$ cat src/logic/mon_i2c_pkg.sv
// constants shared by the monitor two-wire slave port
package mon_i2c_pkg;
  localparam logic [3:0] REG_STATUS      = 4'h0;
  localparam logic [3:0] REG_CONFIG      = 4'h1;
  localparam logic [3:0] REG_TRIGGER     = 4'h2;
  localparam logic [3:0] REG_UNUSED      = 4'h3;
  localparam logic [3:0] REG_RESULT_BASE = 4'h4;
  localparam logic [4:0] ADDR_PREFIX     = 5'h13;
  localparam logic [7:0] SYNC_ADDR       = 8'hee;
  localparam logic [7:0] REG_RESET       = 8'h00;
  localparam int         CFG_SCALE_BIT   = 7;
  localparam int         CFG_SINGLE_BIT  = 6;
  localparam int         NUM_RESULTS     = 6;
  localparam int         NUM_RES_BYTES   = 12;
  localparam logic [3:0] BYTE_BITS       = 4'h8;

  typedef enum logic [7:0] {
    ST_IDLE  = 8'h01,
    ST_ADDR  = 8'h02,
    ST_AACK  = 8'h04,
    ST_CMD   = 8'h08,
    ST_CACK  = 8'h10,
    ST_WDATA = 8'h20,
    ST_WACK  = 8'h40,
    ST_RDATA = 8'h80
  } port_state_t;
endpackage

$ cat src/logic/i2c_evt_if.sv
// line events passed from the pin front end to the slave core
interface i2c_evt_if;
  logic       scl_rise;
  logic       scl_fall;
  logic       start;
  logic       stop;
  logic       sda;
  logic [1:0] strap;
  modport front (output scl_rise, scl_fall, start, stop, sda, strap);
  modport core  (input  scl_rise, scl_fall, start, stop, sda, strap);
endinterface

$ cat src/logic/monitor_i2c_slave_register_port.sv
// two-wire slave port and register file of the voltage/current/temperature monitor
module monitor_i2c_slave_register_port
  import mon_i2c_pkg::*;
(
  input  wire logic       core_clk_i,
  input  wire logic       resetn_i,
  input  wire logic       scl_i,
  input  wire logic       sda_i,
  output logic            sda_o,
  output logic            sda_oe_o,
  input  wire logic       addr_strap_low_i,
  input  wire logic       addr_strap_high_i,
  input  wire logic       result_wr_i,
  input  wire logic [2:0] result_sel_i,
  input  wire logic [6:0] result_msb_i,
  input  wire logic [7:0] result_lsb_i,
  input  wire logic       conv_done_i,
  output logic [7:0]      config_o,
  output logic            kelvin_o,
  output logic            single_o,
  output logic            trigger_o,
  output logic            busy_o
);
  import mon_i2c_pkg::*;

  i2c_evt_if evt ();

  i2c_pin_front u_front (
    .core_clk_i   (core_clk_i),
    .resetn_i     (resetn_i),
    .scl_i        (scl_i),
    .sda_i        (sda_i),
    .strap_low_i  (addr_strap_low_i),
    .strap_high_i (addr_strap_high_i),
    .evt          (evt)
  );

  port_state_t state, next_state;
  logic [3:0]  bitcnt, next_bitcnt;
  logic [7:0]  shreg, next_shreg;
  logic [3:0]  ptr, next_ptr;
  logic        rw, next_rw;
  logic        mack, next_mack;
  logic        oe, next_oe;
  logic [7:0]  cfg, next_cfg;
  logic        next_trig;
  logic        busy, next_busy;
  logic [5:0]  ready, next_ready;
  logic [7:0]  res_mem [NUM_RES_BYTES];
  logic [7:0]  next_res_mem [NUM_RES_BYTES];
  logic [7:0]  tx_byte;
  logic [5:0]  rd_clear;

  // result register pointed at, as a ready-flag index
  function automatic logic [2:0] res_index(input logic [3:0] p);
    logic [3:0] off;
    off = p - REG_RESULT_BASE;
    return off[3:1];
  endfunction

  function automatic logic is_result(input logic [3:0] p);
    return p >= REG_RESULT_BASE;
  endfunction

  function automatic logic [7:0] read_byte(input logic [3:0] p);
    logic [7:0] b;
    b = REG_RESET;
    if (p == REG_STATUS || p == REG_TRIGGER) begin
      b = {1'b0, ready, busy};
    end else if (p == REG_CONFIG) begin
      b = cfg;
    end else if (is_result(p)) begin
      b = res_mem[4'(p - REG_RESULT_BASE)];
      if (!p[0]) begin
        b[7] = ready[res_index(p)];
      end
    end
    return b;
  endfunction

  always_comb begin
    next_state   = state;
    next_bitcnt  = bitcnt;
    next_shreg   = shreg;
    next_ptr     = ptr;
    next_rw      = rw;
    next_mack    = mack;
    next_oe      = oe;
    next_cfg     = cfg;
    next_trig    = 1'b0;
    next_busy    = busy;
    rd_clear     = 6'h00;
    tx_byte      = read_byte(ptr);
    next_res_mem = res_mem;

    if (evt.scl_rise) begin
      if (state == ST_ADDR || state == ST_CMD || state == ST_WDATA) begin
        next_shreg  = {shreg[6:0], evt.sda};
        next_bitcnt = bitcnt + 4'h1;
      end
      if (state == ST_RDATA && bitcnt == BYTE_BITS + 4'h1) begin
        next_mack = ~evt.sda;
      end
    end

    if (evt.scl_fall) begin
      case (state)
        ST_ADDR: begin
          if (bitcnt == BYTE_BITS) begin
            if ((shreg[7:1] == {ADDR_PREFIX, evt.strap}) || (shreg == SYNC_ADDR)) begin
              next_oe    = 1'b0;
              next_rw    = shreg[0];
              next_state = ST_AACK;
            end else begin
              next_state = ST_IDLE;
            end
          end
        end
        ST_AACK, ST_RDATA: begin
          if (state == ST_RDATA && bitcnt == BYTE_BITS) begin
            next_oe     = 1'b1;
            next_bitcnt = bitcnt + 4'h1;
          end else if (state == ST_RDATA && bitcnt < BYTE_BITS) begin
            next_shreg  = {shreg[6:0], 1'b0};
            next_oe     = shreg[6];
            next_bitcnt = bitcnt + 4'h1;
          end else if ((state == ST_AACK && rw) || (state == ST_RDATA && mack)) begin
            next_shreg  = tx_byte;
            next_oe     = tx_byte[7];
            next_bitcnt = 4'h1;
            next_ptr    = ptr + 4'h1;
            next_mack   = 1'b0;
            next_state  = ST_RDATA;
            if (is_result(ptr)) begin
              rd_clear[res_index(ptr)] = 1'b1;
            end
          end else if (state == ST_AACK) begin
            next_oe     = 1'b1;
            next_bitcnt = 4'h0;
            next_state  = ST_CMD;
          end else begin
            next_oe    = 1'b1;
            next_state = ST_IDLE;
          end
        end
        ST_CMD: begin
          if (bitcnt == BYTE_BITS) begin
            next_ptr   = shreg[3:0];
            next_oe    = 1'b0;
            next_state = ST_CACK;
          end
        end
        ST_WDATA: begin
          if (bitcnt == BYTE_BITS) begin
            if (ptr == REG_CONFIG) begin
              next_cfg = shreg;
            end
            if (ptr == REG_TRIGGER) begin
              next_trig = 1'b1;
            end
            next_ptr   = ptr + 4'h1;
            next_oe    = 1'b0;
            next_state = ST_WACK;
          end
        end
        ST_CACK, ST_WACK: begin
          next_oe     = 1'b1;
          next_bitcnt = 4'h0;
          next_state  = ST_WDATA;
        end
        ST_IDLE: begin
          next_oe = 1'b1;
        end
        default: begin
          next_oe    = 1'b1;
          next_state = ST_IDLE;
        end
      endcase
    end

    if (evt.start) begin
      next_state  = ST_ADDR;
      next_bitcnt = 4'h0;
      next_oe     = 1'b1;
    end else if (evt.stop) begin
      next_state = ST_IDLE;
      next_oe    = 1'b1;
    end

    // a fresh result beats a simultaneous read clear
    next_ready = ready & ~rd_clear;
    if (result_wr_i && 32'(result_sel_i) < NUM_RESULTS) begin
      next_ready[result_sel_i]            = 1'b1;
      next_res_mem[{result_sel_i, 1'b0}]  = {1'b0, result_msb_i};
      next_res_mem[{result_sel_i, 1'b1}]  = result_lsb_i;
    end

    if (next_trig) begin
      next_busy = 1'b1;
    end else if (conv_done_i && cfg[CFG_SINGLE_BIT]) begin
      next_busy = 1'b0;
    end
  end

  always_ff @(posedge core_clk_i) begin
    if (!resetn_i) begin
      state    <= ST_IDLE;
      bitcnt   <= 4'h0;
      shreg    <= REG_RESET;
      ptr      <= REG_STATUS;
      rw       <= 1'b0;
      mack     <= 1'b0;
      oe       <= 1'b1;
      cfg      <= REG_RESET;
      busy     <= 1'b0;
      ready    <= 6'h00;
      sda_o    <= 1'b0;
      sda_oe_o <= 1'b1;
      config_o <= REG_RESET;
      kelvin_o <= 1'b0;
      single_o <= 1'b0;
      trigger_o <= 1'b0;
      busy_o   <= 1'b0;
      for (int i = 0; i < NUM_RES_BYTES; i++) begin
        res_mem[i] <= REG_RESET;
      end
    end else begin
      state    <= next_state;
      bitcnt   <= next_bitcnt;
      shreg    <= next_shreg;
      ptr      <= next_ptr;
      rw       <= next_rw;
      mack     <= next_mack;
      oe       <= next_oe;
      cfg      <= next_cfg;
      busy     <= next_busy;
      ready    <= next_ready;
      sda_o    <= 1'b0;
      sda_oe_o <= next_oe;
      config_o <= next_cfg;
      kelvin_o <= next_cfg[CFG_SCALE_BIT];
      single_o <= next_cfg[CFG_SINGLE_BIT];
      trigger_o <= next_trig;
      busy_o   <= next_busy;
      for (int i = 0; i < NUM_RES_BYTES; i++) begin
        res_mem[i] <= next_res_mem[i];
      end
    end
  end
endmodule

$ cat src/logic/i2c_pin_front.sv
// synchronises the bus and strap pins and finds clock edges, start and stop
module i2c_pin_front (
  input  wire logic core_clk_i,
  input  wire logic resetn_i,
  input  wire logic scl_i,
  input  wire logic sda_i,
  input  wire logic strap_low_i,
  input  wire logic strap_high_i,
  i2c_evt_if.front  evt
);
  logic [3:0] sync1, sync2, next_sync1, next_sync2;
  logic       scl_d, sda_d, next_scl_d, next_sda_d;

  always_comb begin
    next_sync1 = {strap_high_i, strap_low_i, sda_i, scl_i};
    next_sync2 = sync1;
    next_scl_d = sync2[0];
    next_sda_d = sync2[1];
  end

  // idle lines rest high, so reset to high
  always_ff @(posedge core_clk_i) begin
    if (!resetn_i) begin
      sync1 <= 4'h3;
      sync2 <= 4'h3;
      scl_d <= 1'b1;
      sda_d <= 1'b1;
    end else begin
      sync1 <= next_sync1;
      sync2 <= next_sync2;
      scl_d <= next_scl_d;
      sda_d <= next_sda_d;
    end
  end

  assign evt.scl_rise = sync2[0] & ~scl_d;
  assign evt.scl_fall = ~sync2[0] & scl_d;
  assign evt.start    = sync2[0] & scl_d & sda_d & ~sync2[1];
  assign evt.stop     = sync2[0] & scl_d & ~sda_d & sync2[1];
  assign evt.sda      = sync2[1];
  assign evt.strap    = sync2[3:2];
endmodule

$ cat config.mk
export PLATFORM = sky130hd
export DESIGN_NAME = monitor_i2c_slave_register_port
export DESIGN_NICKNAME = d
export VERILOG_FILES = /design/src/logic/mon_i2c_pkg.sv /design/src/logic/i2c_evt_if.sv /design/src/logic/monitor_i2c_slave_register_port.sv /design/src/logic/i2c_pin_front.sv
export SDC_FILE = /design/constraint.sdc
export NUM_CORES = 1
export LEC_CHECK = 0
export ABC_AREA = 1
export BUFFER_PORTS_ARGS = -buffer_cell sky130_fd_sc_hd__buf_2
export CAP_MARGIN = 20
export CORE_MARGIN = 2
export CORE_UTILIZATION = 55
export DETAILED_ROUTE_END_ITERATION = 7
export PLACE_DENSITY = 0.76
export SLEW_MARGIN = 25
export SYNTH_ARGS = -nofsm -noshare
export SYNTH_HDL_FRONTEND = slang
export SYNTH_SLANG_ARGS = --single-unit
$ cat constraint.sdc
create_clock -name core_clk_i -period 2.1 [get_ports core_clk_i]
set_input_delay 0.315 -clock core_clk_i [delete_from_list [all_inputs] [get_ports core_clk_i]]
set_output_delay 0.315 -clock core_clk_i [all_outputs]
set_load 0.1 [all_outputs]
# Yosys cells after proc, flatten, opt, wreduce, memory -nomap -nowiden
# Index checks and enable logic that the tools add are counted.
dict set report op_classes {
  n_addsub 3
  order_cmp 12
  n_eq_ne 28
  mux 83
  bitwise 19
  reduce_logical 31
}
# cell n
set op_table {}
lappend op_table {{$bwmux 96} 2}
lappend op_table {{$mux 8} 24}
lappend op_table {{$demux 8 s4} 2}
lappend op_table {{$mux 4} 13}
lappend op_table {{$pmux 8 s6} 1}
lappend op_table {{$mux 6} 7}
lappend op_table {{$bmux 8 s4} 1}
lappend op_table {{$mux 1} 23}
lappend op_table {{$reduce_and 7->1} 3}
lappend op_table {{$eq 8x8->1 const B} 2}
lappend op_table {{$ge 5x5->1 const B} 3}
lappend op_table {{$not 4->5} 3}
lappend op_table {{$ne 4x3->1 const B} 3}
lappend op_table {{$pmux 4 s3} 1}
lappend op_table {{$reduce_and 4->1} 3}
lappend op_table {{$logic_and 1x1->1} 11}
lappend op_table {{$lt 5x1->1 const B} 2}
lappend op_table {{$ne 2x1->1 const B} 5}
lappend op_table {{$add 4x1->4 const B} 2}
lappend op_table {{$eq 4x4->1 const B} 2}
lappend op_table {{$eq 8x1->1 const B} 1}
lappend op_table {{$eq 8x2->1 const B} 1}
lappend op_table {{$eq 8x3->1 const B} 1}
lappend op_table {{$eq 8x4->1 const B} 1}
lappend op_table {{other kinds (32)} 59}
dict set report word_totals {
  reg_bits 151
  out_inout_bits 14
  word_cells 207
}

# Longest topological paths before layout
dict set report depth {
  word_depth 15
  mapped_depth 15
  mapped_depth_nobuf 14
}

# By module
# From an unflattened synthesis, not the netlist that was laid out.
dict set report hier_totals {
  cells_unflattened 1074
  area_unflattened_um2 7215.7
}
# mod instances cells_per_inst area_per_inst_um2
set by_module_without_submodules {}
lappend by_module_without_submodules {monitor_i2c_slave_register_port 1 1032 6880.3}
lappend by_module_without_submodules {i2c_pin_front 1 42 335.3}

# Worst setup path after synthesis
# No wires, ideal clock.
dict set report synth_timing {
  path_type {flip-flop to flip-flop}
  start {reg ptr[1]}
  end {reg oe}
  arrival_time_ns 2.134
  setup_slack_ns -0.096
  path_stages_with_launch 16
  path_buffers 2
  synth_period_minus_slack_ns 2.196
  cell_sequence {dfxtp_1 buf_2 clkinv_1 buf_2 ha_1 nand2_1 clkinv_1 nor2_1 nand2_1 nand2_1 nand2_1 nand2_1 nand2_1 nand2_1 nand2_1 nand2_1}
}
dict set report synth_between {
  elab_chain_cells 13
  word_cells_on_any_way 20
  cone_classes {1 x add/sub; 1 x order compare; 2 x eq/ne; 13 x mux; 1 x bitwise; 2 x reduce/logical}
}
# item line
set synth_lines {}
lappend synth_lines {{from (decl)} monitor_i2c_slave_register_port.sv:41} ;# logic [3:0] ptr, next_ptr;
lappend synth_lines {{from (signal assigned)} monitor_i2c_slave_register_port.sv:231} ;# ptr <= next_ptr;
lappend synth_lines {{$sub 4x3->4} {monitor_i2c_slave_register_port.sv:57, monitor_i2c_slave_register_port.sv:73}}
lappend synth_lines {{$not 4->5 (not written as such)} monitor_i2c_slave_register_port.sv:73} ;# b = res_mem[4'(p - REG_RESULT_BASE)];
lappend synth_lines {{$bmux 8 s4} monitor_i2c_slave_register_port.sv:73}
lappend synth_lines {{$mux 8 (not written as such) (2 in a row)} monitor_i2c_slave_register_port.sv:73}
lappend synth_lines {{$mux 1} monitor_i2c_slave_register_port.sv:74} ;# if (!p[0]) begin
lappend synth_lines {{$mux 8} monitor_i2c_slave_register_port.sv:72} ;# end else if (is_result(p)) begin
lappend synth_lines {{$mux 8} monitor_i2c_slave_register_port.sv:70} ;# end else if (p == REG_CONFIG) begin
lappend synth_lines {{$mux 8 (*)} monitor_i2c_slave_register_port.sv:68} ;# if (p == REG_STATUS || p == REG_TRIGGER) begin
lappend synth_lines {{$mux 1 (*)} monitor_i2c_slave_register_port.sv:127} ;# end else if ((state == ST_AACK && rw) || (state == ST_RDATA && mack)) begin
lappend synth_lines {{$mux 1 (*)} monitor_i2c_slave_register_port.sv:123} ;# end else if (state == ST_RDATA && bitcnt < BYTE_BITS) begin
lappend synth_lines {{$mux 1 (*)} monitor_i2c_slave_register_port.sv:120} ;# if (state == ST_RDATA && bitcnt == BYTE_BITS) begin
lappend synth_lines {{$pmux 1 s3 (*)} monitor_i2c_slave_register_port.sv:107} ;# case (state)
lappend synth_lines {{to (signal assigned)} monitor_i2c_slave_register_port.sv:234} ;# oe <= next_oe;
lappend synth_lines {{to (decl)} monitor_i2c_slave_register_port.sv:44} ;# logic oe, next_oe;
# Every way passes the cells marked *; elsewhere a longest branch is shown, timed or not. The select of a mux whose other input is x is not followed.
# A chain may end at the register's enable or synchronous reset.

# Worst setup path after layout
dict set report layout_timing {
  start {reg ptr[3]}
  end {reg shreg[1]}
}
dict set report layout_between {
  elab_chain_cells 13
  word_cells_on_any_way 18
  cone_classes {1 x add/sub; 1 x order compare; 2 x eq/ne; 11 x mux; 1 x bitwise; 2 x reduce/logical}
}
# item line
set layout_lines {}
lappend layout_lines {{$sub 4x3->4} monitor_i2c_slave_register_port.sv:73}
lappend layout_lines {{$not 4->5 (not written as such)} monitor_i2c_slave_register_port.sv:73}
lappend layout_lines {{$bmux 8 s4} monitor_i2c_slave_register_port.sv:73}
lappend layout_lines {{$mux 8 (not written as such) (2 in a row)} monitor_i2c_slave_register_port.sv:73}
lappend layout_lines {{$mux 8} monitor_i2c_slave_register_port.sv:72}
lappend layout_lines {{$mux 8} monitor_i2c_slave_register_port.sv:70}
lappend layout_lines {{$mux 8 (*)} monitor_i2c_slave_register_port.sv:68}
lappend layout_lines {{$mux 8 (*)} monitor_i2c_slave_register_port.sv:127}
lappend layout_lines {{$mux 8 (*)} monitor_i2c_slave_register_port.sv:123}
lappend layout_lines {{$mux 8 (*)} monitor_i2c_slave_register_port.sv:120}
lappend layout_lines {{$mux 8 (*)} monitor_i2c_slave_register_port.sv:107}
lappend layout_lines {{$mux 8 (*)} monitor_i2c_slave_register_port.sv:106} ;# if (evt.scl_fall) begin
lappend layout_lines {{to (signal assigned)} monitor_i2c_slave_register_port.sv:230} ;# shreg <= next_shreg;
lappend layout_lines {{to (decl)} monitor_i2c_slave_register_port.sv:40} ;# logic [7:0] shreg, next_shreg;
# Marked as above.

==> summary.txt <==
Die
  • Core area: 12700 µm²
  • Initial core utilization: 0.566
  • Die width: 118 µm
  • Top Ports: 40
  • Die Y: 118 µm
  • FP Rows: 41
  • Full die area: 14000 µm²

Setup path
  • Most frequent CP cell: nand2_1
  • WP buf/inv: 3
  • Number of cells on the worst reg-to-reg path: 11
  • CP Capture Type: register
  • Crit path launch type: register
  • Critical path fanouts, max: 8
  • Crit path max-delay family: buffers and inverters
  • Critical Path RT: 2430 ps
  • Worst stage delay on the critical path: 360 ps
  • Critical Path Stages: 11
  • Crit path arrival time: 2230 ps
  • Critical-path cell list: inv_1 > ha_1 > nand2_1 > clkinv_1 > buf_4 > a21oi_1 > nand2_1 > nand2_1 > nand2_1 > nand2_1 > a21oi_1
  • Slowest-stage cell, CP: dfxtp_1
  • Crit Path Category: register to register

Power
  • P_leak: 0.00351 µW
  • PwrDens: 765 nW/µm²
  • Worst VDD drop: 0.724 mV

Logic synthesis
  • Syn. warnings: 0
  • Synth cell types: 42
  • Post-synthesis sequential area ratio: 0.399
  • Most frequent cell after synthesis: nor2_1
  • Synth top area cells: dfxtp_1, nor2_1, o21ai_0, nand2_1, a21oi_1
  • Flops & latches, synth: 143
  • Mapped Area: 7170 µm²
  • Avg Inst Size Synth: 6.66 µm²
  • Post-synth EDFFs: 0
  • FFs w/ async S/R, synth: 0
  • Syn Inst Count: 1076
  • Post-synth top cells: nor2_1, nand2_1, o21ai_0
  • Syn nets: 1113
  • Synth top area share: 0.399
  • Synth area leader: dfxtp_1
  • Top FF cell, synth: dfxtp_1

Detailed routing
  • Highest metal used: met4
  • 1st-pass router iterations: 6
  • Drt wl/cell: 15.1 µm
  • DRC Markers: 0
  • DR WL met3: 1.44 mm
  • Routed Antenna Nets: 0
  • Routed WL: 19.5 mm
  • Initial DRC Count: 582
  • M1 wire length: 8.98 mm
  • WL met2: 8.68 mm
  • Vias per std cell: 5.50
  • Vias: 7107

CTS
  • Clk slew on worst S/H paths: 60 ps
  • Num Clock Sinks: 143
  • Clk Latency, worst-skew pair: 440 ps
  • CTS max path bufs: 2
  • CTS tree: built
  • H-tree Lvls: 4
  • CTS buffer count: 17
  • Clk root buf: clkbuf_16

Global routing
  • First-pass GRT wire length: 32.2 mm
  • Vias in the first global route: 6497
  • Largest net degree at the start of global routing: 82
  • Global-route usage over all layers: 0.287
  • Total gr overflow: 0
  • Antenna violations before repair: 0

Timing
  • Final period utilization: 0.907
  • Worst hold slack: 59.6 ps
  • Fin. Hold Viols: 0
  • RSZ-0062 raised after global routing: no
  • Clk_skew: 12.0 ps
  • Slew @ Worst Pin: 659 ps
  • Setup_tns: 0 ps
  • Period minus WS final: 1900 ps
  • Rel. slew slack: 0.561
  • Final setup vio count: 0
  • Slew Viols, Final: 0
  • Max Fclk: 0.525 GHz

Flow run
  • Maxcap violations: 0

Placement
  • Post-DP HPWL: 13.2 mm
  • Buffers on Ports: 38
  • Global placement routability congestion: 0.924
  • Placed Cells: 1261

Finish
  • Ant diodes: 0
  • Layout net count: 1145
  • Layout cells sized above 1: 0.129
  • Layout Area Growth over Synthesis: 13.8%
  • Non-Filler Instances: 1292

Status
  • Status: finished clean

Min path
  • WHS Path Cells: 3
  • HP Class: input port to register
==> logic make-up after synthesis <==
group	synth area share
compound gates	0.184
xor+xnor	0.00489
fa+ha+maj	0.0192
buf+inv	0.0857
flops	0.399
other cells	0.000523
simple gates	0.306
==> stage by stage <==
step	power, µW	area (µm²)	worst slack, ps	utilization
2_1_floorplan	3160	7180	28.3	-
3_3_place_gp	3280	7560	256	0.597
3_5_place_dp	3290	7560	232	0.597
4_1_cts	6240	8140	194	0.643
5_1_grt	6440	8160	5.52	0.644
6_report	6240	8160	196	0.644
==> cell usage in the layout, fill, tap and decap left out, types with 8 or more instances in the layout <==
master	n
nor2_1	217
nand2_1	186
o21ai_0	144
dfxtp_1	142
a21oi_1	84
inv_1	81
nand3_1	73
buf_2	38
buf_4	32
clkbuf_16	17
ha_1	11
inv_2	8
==> path summary, 6_finish.rpt <==
check                              from                    end  slack [ps]
setup / recovery                 ptr[3]               shreg[1]         200
hold / removal         addr_strap_low_i  u_front.next_sync2[2]          60
setup reg to reg                 ptr[3]               shreg[1]         200
hold reg to reg   u_front.next_sync2[1]       u_front.sync2[1]         410
==> registers in the layout (all words and copies together), names as in the netlist <==
register,count
trigger_o,1
rw,1
u_front.sync2,4
ptr,4
u_front.scl_d,1
mack,1
cfg,7
kelvin_o,1
bitcnt,4
oe,1
res_mem,90
u_front.next_sync2,4
u_front.sda_d,1
busy,1
state,8
ready,6
shreg,8
==> final cells by class <==
| class | instances | area (µm²) |
|---|---|---|
| flip-flops and latches | 143 | 2860 |
| multi-input cells | 783 | 3710 |
| inverters | 93 | 352 |
| clock inverters | 10 | 111 |
| well taps | 172 | 215 |
| repair buffers | 70 | 430 |
| clock buffers | 21 | 470 |
| fillers | 1154 | 4510 |
==> tightest hold or removal path, stage by stage <==
cell and delay (ps):
buf_2 70, nand2_1 40, inv_1 40
==> metal layers <==
layer | track usage | up-vias
met2 | 0.438 | 277
met5 | 0 | -
li1 | - | 3548
met1 | 0.395 | 3240
met4 | 0.0979 | 0
met3 | 0.0743 | 42
==> where the power goes <==
part / internal, µW / switching, µW / leakage (µW)
combinational: 132 / 272 / 0.00207
sequential: 2790 / 38.6 / 0.00116
clock: 1830 / 1170 / 0.000281
==> what timing repair did <==
action,4_1_cts,5_1_grt
gates resized for setup,0,4
endpoints found under the hold margin,0,0
endpoints found under the setup margin,0,8
hold buffers,0,0
setup buffers,0,0
Note: power is estimated with default switching activity, not from simulation.
